--- src/core/ext_bus_pkg.sv ---
/*
  Constants and carriers for the external bus access sequencer.
  Assumes one zone timing set is presented at a time by the core.
*/
package ext_bus_pkg;
  // ----------------------------------------------------------------
  // Field widths and reset values
  // ----------------------------------------------------------------
  localparam int LEAD_W = 2;
  localparam int ACTIVE_W = 3;
  localparam int TRAIL_W = 2;
  localparam int ADDR_W = 19;
  localparam int CNT_W = 5;
  localparam int SYNC_STAGES = 3;
  localparam logic [ADDR_W-1:0] ADDR_RESET = 19'h00000;
  localparam logic [CNT_W-1:0] CNT_ONE = 5'h01;
  localparam logic [CNT_W-1:0] CNT_ZERO = 5'h00;

  // ----------------------------------------------------------------
  // Carriers
  // ----------------------------------------------------------------
  typedef struct packed {
    logic [LEAD_W-1:0] read_lead_count;
    logic [ACTIVE_W-1:0] read_active_count;
    logic [TRAIL_W-1:0] read_trail_count;
    logic [LEAD_W-1:0] write_lead_count;
    logic [ACTIVE_W-1:0] write_active_count;
    logic [TRAIL_W-1:0] write_trail_count;
    logic period_doubling;
    logic ready_sampling_enable;
    logic ready_style_select;
  } zone_timing_config_t;

  typedef struct packed {
    logic write;
    logic [ADDR_W-1:0] address;
  } access_cmd_t;

  typedef enum logic [2:0] {
    ST_IDLE,
    ST_ALIGN,
    ST_LEAD,
    ST_ACTIVE,
    ST_TRAIL
  } access_state_t;
endpackage : ext_bus_pkg

--- src/core/external_bus_access_timing.sv ---
/*
  External parallel memory access sequencer: lead, active and trail
  phases counted in interface timing clock cycles, aligned to an
  optional half-rate external bus clock.
  Assumes clk is the core system clock and that the core holds a
  request and its zone settings steady until access_done.
*/
// What this block does
// - No check of programmed zone timing values.
// - Timing clock full/half rate; bus clock same/half.
// - Phases counted and strobes moved on timing edges.
// - Same-rate bus clock: changes on its rising edge.
// - Half-rate bus clock: edge follows cycle parity.
// - Access starts on rising bus edge; align cycle.
// - Strobe asserts at active start.
// - Strobe releases at trail start.
// - Zone select and direction release at end.
// - Address held between accesses and alignment cycles.
// - Alignment cycle drives all controls inactive.
// - Ready ignored when sampling disabled.
// - Lead/trail doubled; active count doubled plus waits plus one.
// - Wait term counts ready-inserted cycles only.
// - Sampling enable chooses ready mode; style select is unused.
// - Ready first sampled after lead plus active; resampled.
`timescale 1ns/100ps
module external_bus_access_timing (
  input wire logic clk,
  input wire logic rst_n,
  input wire logic timing_half_rate,
  input wire logic bus_half_rate,
  input wire ext_bus_pkg::zone_timing_config_t zone_timing_config,
  input wire logic access_request,
  input wire ext_bus_pkg::access_cmd_t access_cmd,
  input wire logic external_ready_in,
  output logic access_done,
  output logic busy,
  output logic interface_timing_clock,
  output logic external_bus_clock,
  output logic read_strobe_n,
  output logic write_strobe_n,
  output logic zone_select_n,
  output logic direction_line,
  output logic [ext_bus_pkg::ADDR_W-1:0] external_address_bus
);
  // ----------------------------------------------------------------
  // Timing clock and bus clock phases
  // ----------------------------------------------------------------
  logic tim_phase;
  logic bus_phase;
  wire tim_tick = !timing_half_rate || tim_phase;
  wire bus_rise_next = !bus_half_rate || !bus_phase;

  always_ff @(posedge clk or negedge rst_n) begin
    if (!rst_n) begin
      tim_phase <= 1'b0;
      bus_phase <= 1'b0;
    end else begin
      tim_phase <= timing_half_rate ? !tim_phase : 1'b0;
      if (tim_tick) begin
        bus_phase <= bus_half_rate ? !bus_phase : 1'b0;
      end
    end
  end

  // ----------------------------------------------------------------
  // Ready pin synchroniser
  // ----------------------------------------------------------------
  // A pin change counts only once the second and third stages agree.
  logic ready_sync [ext_bus_pkg::SYNC_STAGES];
  logic ready_level;
  wire ready_agree = ready_sync[1] == ready_sync[2];

  always_ff @(posedge clk or negedge rst_n) begin
    if (!rst_n) begin
      ready_sync[0] <= 1'b0;
    end else begin
      ready_sync[0] <= external_ready_in;
    end
  end

  for (genvar i = 1; i < ext_bus_pkg::SYNC_STAGES; i++) begin : g_sync
    always_ff @(posedge clk or negedge rst_n) begin
      if (!rst_n) begin
        ready_sync[i] <= 1'b0;
      end else begin
        ready_sync[i] <= ready_sync[i-1];
      end
    end
  end

  always_ff @(posedge clk or negedge rst_n) begin
    if (!rst_n) begin
      ready_level <= 1'b0;
    end else if (ready_agree) begin
      ready_level <= ready_sync[2];
    end
  end

  // ----------------------------------------------------------------
  // Phase lengths
  // ----------------------------------------------------------------
  // Settings are used as programmed; an illegal mix is simply run.
  ext_bus_pkg::access_cmd_t cmd;
  ext_bus_pkg::access_state_t state;
  ext_bus_pkg::access_state_t next_state;
  logic [ext_bus_pkg::CNT_W-1:0] cnt;
  logic [ext_bus_pkg::CNT_W-1:0] next_cnt;

  wire dbl = zone_timing_config.period_doubling;
  wire [ext_bus_pkg::LEAD_W-1:0] lead_sel = cmd.write ?
    zone_timing_config.write_lead_count :
    zone_timing_config.read_lead_count;
  wire [ext_bus_pkg::ACTIVE_W-1:0] active_sel = cmd.write ?
    zone_timing_config.write_active_count :
    zone_timing_config.read_active_count;
  wire [ext_bus_pkg::TRAIL_W-1:0] trail_sel = cmd.write ?
    zone_timing_config.write_trail_count :
    zone_timing_config.read_trail_count;

  function automatic logic [ext_bus_pkg::CNT_W-1:0] scaled(
    input logic [3:0] count,
    input logic doubling
  );
    scaled = doubling ? {count, 1'b0} : {1'b0, count};
  endfunction : scaled

  wire [ext_bus_pkg::CNT_W-1:0] lead_len =
    scaled({2'h0, lead_sel}, dbl);
  wire [ext_bus_pkg::CNT_W-1:0] active_len =
    ext_bus_pkg::CNT_W'(scaled({1'h0, active_sel}, dbl)
    + ext_bus_pkg::CNT_ONE);
  wire [ext_bus_pkg::CNT_W-1:0] trail_len =
    scaled({2'h0, trail_sel}, dbl);

  // Waiting is only possible in sampling mode; either ready style
  // reads the same filtered level, so async mode needs no extra path.
  wire use_ready = zone_timing_config.ready_sampling_enable;
  wire hold_wait = use_ready && !ready_level;
  wire last_cycle = cnt == ext_bus_pkg::CNT_ONE;

  // ----------------------------------------------------------------
  // Sequencer
  // ----------------------------------------------------------------
  // Every step after ST_IDLE waits for a timing tick, so phase lengths and the
  // parity of each strobe edge against the bus clock follow from the
  // programmed counts and any ready waits, with no separate parity tracking.
  always_comb begin
    next_state = state;
    next_cnt = cnt;
    case (state)
      ext_bus_pkg::ST_IDLE: begin
        if (access_request) begin
          next_state = ext_bus_pkg::ST_ALIGN;
        end
      end
      ext_bus_pkg::ST_ALIGN: begin
        if (tim_tick && bus_rise_next) begin
          if (lead_len != ext_bus_pkg::CNT_ZERO) begin
            next_state = ext_bus_pkg::ST_LEAD;
            next_cnt = lead_len;
          end else begin
            next_state = ext_bus_pkg::ST_ACTIVE;
            next_cnt = active_len;
          end
        end
      end
      ext_bus_pkg::ST_LEAD: begin
        if (tim_tick) begin
          next_cnt = ext_bus_pkg::CNT_W'(cnt - ext_bus_pkg::CNT_ONE);
          if (last_cycle) begin
            next_state = ext_bus_pkg::ST_ACTIVE;
            next_cnt = active_len;
          end
        end
      end
      ext_bus_pkg::ST_ACTIVE: begin
        if (tim_tick) begin
          next_cnt = ext_bus_pkg::CNT_W'(cnt - ext_bus_pkg::CNT_ONE);
          if (last_cycle) begin
            if (hold_wait) begin
              next_cnt = cnt;
            end else if (trail_len != ext_bus_pkg::CNT_ZERO) begin
              next_state = ext_bus_pkg::ST_TRAIL;
              next_cnt = trail_len;
            end else begin
              next_state = ext_bus_pkg::ST_IDLE;
            end
          end
        end
      end
      ext_bus_pkg::ST_TRAIL: begin
        if (tim_tick) begin
          next_cnt = ext_bus_pkg::CNT_W'(cnt - ext_bus_pkg::CNT_ONE);
          if (last_cycle) begin
            next_state = ext_bus_pkg::ST_IDLE;
          end
        end
      end
      default: begin
        next_state = ext_bus_pkg::ST_IDLE;
      end
    endcase
  end

  // ----------------------------------------------------------------
  // Next pin levels
  // ----------------------------------------------------------------
  function automatic logic on_bus(input ext_bus_pkg::access_state_t s);
    on_bus = s == ext_bus_pkg::ST_LEAD || s == ext_bus_pkg::ST_ACTIVE ||
      s == ext_bus_pkg::ST_TRAIL;
  endfunction : on_bus

  wire in_access = on_bus(next_state);
  wire strobe_on = next_state == ext_bus_pkg::ST_ACTIVE;
  wire finishing = on_bus(state) &&
    next_state == ext_bus_pkg::ST_IDLE;
  wire starting = state == ext_bus_pkg::ST_ALIGN &&
    next_state != ext_bus_pkg::ST_ALIGN;
  // Half-rate timing clock rises at each tick; half-rate bus clock rises at alternate ticks only.
  // At full rate the timing clock pin can only stand high.
  wire next_tim_clk = timing_half_rate ? tim_phase : 1'b1;
  wire next_bus_clk = bus_half_rate ?
    (tim_tick ? !bus_phase : bus_phase) : next_tim_clk;

  always_ff @(posedge clk or negedge rst_n) begin
    if (!rst_n) begin
      state <= ext_bus_pkg::ST_IDLE;
      cnt <= ext_bus_pkg::CNT_ZERO;
    end else begin
      state <= next_state;
      cnt <= next_cnt;
    end
  end

  // ----------------------------------------------------------------
  // Command capture
  // ----------------------------------------------------------------
  // Requests seen while busy are ignored; the command is taken once.
  always_ff @(posedge clk or negedge rst_n) begin
    if (!rst_n) begin
      cmd <= '0;
    end else if (state == ext_bus_pkg::ST_IDLE && access_request) begin
      cmd <= access_cmd;
    end
  end

  // ----------------------------------------------------------------
  // Registered clocks
  // ----------------------------------------------------------------
  // Registering the clocks keeps them in step with the registered
  // strobes, at the cost of one cycle of latency on both.
  always_ff @(posedge clk or negedge rst_n) begin
    if (!rst_n) begin
      interface_timing_clock <= 1'b0;
      external_bus_clock <= 1'b0;
    end else begin
      interface_timing_clock <= next_tim_clk;
      external_bus_clock <= next_bus_clk;
    end
  end

  // ----------------------------------------------------------------
  // Registered controls
  // ----------------------------------------------------------------
  always_ff @(posedge clk or negedge rst_n) begin
    if (!rst_n) begin
      zone_select_n <= 1'b1;
      direction_line <= 1'b1;
      read_strobe_n <= 1'b1;
      write_strobe_n <= 1'b1;
    end else begin
      zone_select_n <= !in_access;
      direction_line <= !(in_access && cmd.write);
      read_strobe_n <= !(strobe_on && !cmd.write);
      write_strobe_n <= !(strobe_on && cmd.write);
    end
  end

  // ----------------------------------------------------------------
  // Address and status
  // ----------------------------------------------------------------
  // The address only moves at an access start and never floats.
  always_ff @(posedge clk or negedge rst_n) begin
    if (!rst_n) begin
      external_address_bus <= ext_bus_pkg::ADDR_RESET;
    end else if (starting) begin
      external_address_bus <= cmd.address;
    end
  end

  always_ff @(posedge clk or negedge rst_n) begin
    if (!rst_n) begin
      access_done <= 1'b0;
      busy <= 1'b0;
    end else begin
      access_done <= finishing;
      busy <= next_state != ext_bus_pkg::ST_IDLE;
    end
  end
endmodule : external_bus_access_timing

--- config.mk ---
export PLATFORM = sky130hd
export DESIGN_NAME = external_bus_access_timing
export DESIGN_NICKNAME = d
export VERILOG_FILES = /design/src/core/ext_bus_pkg.sv /design/src/core/external_bus_access_timing.sv
export SDC_FILE = /design/constraint.sdc
export NUM_CORES = 1
export LEC_CHECK = 0
export ABC_AREA = 1
export BUFFER_PORTS_ARGS = -buffer_cell sky130_fd_sc_hd__buf_4
export CAP_MARGIN = 20
export CORE_UTILIZATION = 40
export CTS_CLUSTER_SIZE = 8
export DETAILED_ROUTE_END_ITERATION = 6
export GPL_TIMING_DRIVEN = 1
export SYNTH_ARGS = -nofsm -noshare
export SYNTH_HDL_FRONTEND = slang
export SYNTH_SLANG_ARGS = --single-unit
--- constraint.sdc ---
create_clock -name clk -period 3.2 [get_ports clk]
set_input_delay 0.32 -clock clk [delete_from_list [all_inputs] [get_ports clk]]
set_output_delay 0.32 -clock clk [all_outputs]
set_load 0.01 [all_outputs]
==> run metrics <==
status complete, no violations; Initial Util 0.412; largest net degree at the start of global routing 62; GRT overflow 0; sw power 1.34 mW; cell family with most CP delay simple AND/OR/NAND/NOR gates; Fin. Hold Viols 0; # Post-CTS Setup Buffers 0; Seq pwr share 0.372; crit end category register; max_cap viols 0; Routed WL 5940 µm; Placed Cells 477; Int Pwr 2.22 mW; most used cell, CP nand2_1; Final Critical Period roughly 1.9 ns; crit-path max cell delay 0.56 ns; Buf/Inv on CP 1; Clk Latency, worst-skew pair 0.34 ns; Worst Path Max Fanout 12; Die Span X between 80 and 90 µm; RSZ-0062 raised after global routing no; worst hold path type in -> async; WHS approximately 0.046 ns; Slew HR 0.506; flops & latches, synth 61; GPL Wtd Cong 0.811; Combinational Power Share 0.443; CTS Buf Count 9; distinct cell type count after synthesis 28; Final setup viols 0; Total Power 3.57 mW; Worst Max-Slew Pin Slew around 0.74 ns; Yosys top cell area share 0.480; crit start category register; VDD IR-drop max 438 µV; Critical Path RT 3.43 ns; RR Endpoint cnt[1]$_DFFE_PN0P_; share of layout cells above drive strength 1 0.365; reg-to-reg startpoint cmd[19]$_DFFE_PN0P_; multi-input logic area between 1000 and 1500 µm²; placement row count 31; Area contributors post-synth dfrtp_1 (48%), mux2_2 (11%), nand2_1 (10%), nand3_1 (5.4%), dfstp_2 (3.5%); core area 7210 µm²; Sw Share 0.377; WS Path Type reg -> reg; dpl hpwl 4240 µm; clk root buf clkbuf_8; CP max-delay cell dfrtp_1; first-pass GRT wire length about 10000 µm; Synth warnings 0; non-filler instance count after layout between 400 and 500; ys async rst share 1.00; Setup TNS 0 ns; CP Cell Sequence inv_2 > nand2_1 > nand2_1 > nand2_1 > o21ai_0 > ha_1 > nand3_1 > nand2_1 > nor2_1 > nand2_1 > nand2_1 > nand2_1; crit share post-route 0.599; fin nets 435; drt drc 0; Vias/cell between 4 and 5; clock-pin transition on the worst setup and hold timing paths ~0.070 ns; Reg2Reg Depth 12; Die H 88.2 µm; CTS H-tree depth 3; wire length per cell about 12 µm; area grow syn2layout 26.5%; 1st-iter DRT viols 99; Worst Clk Skew 0.0105 ns; pwr dens 950 nW/µm²; I/O pin cnt 70; Post-Syn Area 2970 µm²; sequential area share after synthesis 0.516; Total GRT Usage 0.171; CTS tree yes; Final Util 0.521; post-cts sizing count 0; post-synth top area cell dfrtp_1; PortBufs 68; Die Area ~8000 µm²; crit path DAT 2.14 ns; Post-synth top flop dfrtp_1; vias 2341; fmax approximately 520 MHz; initial antenna violation count 0; Avg Cell Area, Syn approximately 9.4 µm²; antenna cells 0; flop-to-flop setup slack 1.28 ns; 1st-pass router iterations 4; CTS max path bufs 2; max-slew violations 0; CTS Hold Bufs 0; vias in the first global route 2244; register area 1530 µm²; Post-synth EDFFs 0; Leak 1.89 nW; CTS sink count 61; clock share of power 0.185; Syn Inst Count 316; post-route ant nets 0; syn_nets 362; filler instances 704
cells by family after synthesis:
logic type,Yosys count,share of synthesized area
AO/OA/AOI/OAI,20,0.0345
XOR/XNOR,1,0.00295
adder cells (fa/ha/maj),4,0.0160
buffers and inverters,37,0.0527
flip-flops,61,0.516
multiplexers,34,0.129
AND/OR/NAND/NOR,159,0.249
power groups by stage:
stage / Clock (mW) / Combinational [mW] / Sequential, mW
after floorplan: 0 / 1.06 / 1.37
after global placement: 0 / 1.58 / 1.33
after detailed placement: 0 / 1.60 / 1.34
after CTS: 0.685 / 1.60 / 1.33
after global routing: 0.714 / 1.80 / 1.37
final: 0.661 / 1.58 / 1.33
cell usage after synthesis (all sizes together), types with 3 or more instances:
cell type   n
nand3b      3
ha          3
a21oi      10
mux2       34
nand2      85
inv        31
nor2       32
nand4       3
o21ai       9
dfrtp      57
nand3      36
buf         5
dfstp       4
worst register-to-register path, stage by stage (launching register included):
cell	delay, ns
dfrtp_1	0.56
inv_2	0.17
nand2_1	0.11
nand2_1	0.10
nand2_1	0.07
o21ai_0	0.08
ha_1	0.32
nand3_1	0.09
nand2_1	0.05
nor2_1	0.10
nand2_1	0.05
nand2_1	0.06
nand2_1	0.05
worst max path at each step:
stage	from	to	slack (ns)	cells after the start
3_3_place_gp	cmd[19]$_DFFE_PN0P_	cnt[1]$_DFFE_PN0P_	1.32	12
6_report	cmd[19]$_DFFE_PN0P_	cnt[1]$_DFFE_PN0P_	1.28	12
2_1_floorplan	cmd[19]$_DFFE_PN0P_	cnt[1]$_DFFE_PN0P_	1.62	12
4_1_cts	cmd[19]$_DFFE_PN0P_	cnt[1]$_DFFE_PN0P_	1.27	12
3_5_place_dp	cmd[19]$_DFFE_PN0P_	cnt[1]$_DFFE_PN0P_	1.28	12
5_1_grt	cmd[19]$_DFFE_PN0P_	cnt[1]$_DFFE_PN0P_	1.06	12
routing by layer:
metal	vias up	wire (µm)	global-route usage
met4	0	106	0.0792
met1	1092	2680	0.208
met5	-	0	0
li1	1173	-	-
met3	10	438	0.0547
met2	66	2710	0.277
through the flow:
| stage | worst slack [ns] | instance area (µm²) |
|---|---|---|
| after CTS | 1.27 | 3760 |
| after floorplan | 1.62 | 2970 |
| after detailed placement | 1.28 | 3560 |
| after global placement | 1.32 | 3560 |
| after global routing | 1.06 | 3760 |
| final | 1.28 | 3760 |
layout by cell type, fill, tap and decap left out, types with 4 or more instances in the layout:
cell type and n:
a21oi_1 10, buf_4 68, clkbuf_8 9, dfrtp_1 57, dfstp_2 4, inv_1 22, inv_2 9, mux2_1 4
mux2_2 30, nand2_1 81, nand3_1 32, nand3_2 4, nor2_1 23, nor2_2 7, o21ai_0 8
state kept, by name (all words and copies together), names as in the netlist:
register and flops:
cmd 20, external_address_bus 19, cnt 5, ready_sync 3
state 3, access_done 1, bus_phase 1, busy 1
direction_line 1, external_bus_clock 1, interface_timing_clock 1, read_strobe_n 1
ready_level 1, tim_phase 1, write_strobe_n 1, zone_select_n 1
cell type report:
type,count,area share
sequential,61,0.408
clock buffer,10,0.0340
timing repair buffer,68,0.136
tap,99,0.0330
clock inverter,6,0.0170
multi-input combinational,218,0.341
inverter,31,0.0310
Note: power is estimated with default switching activity, not from simulation.
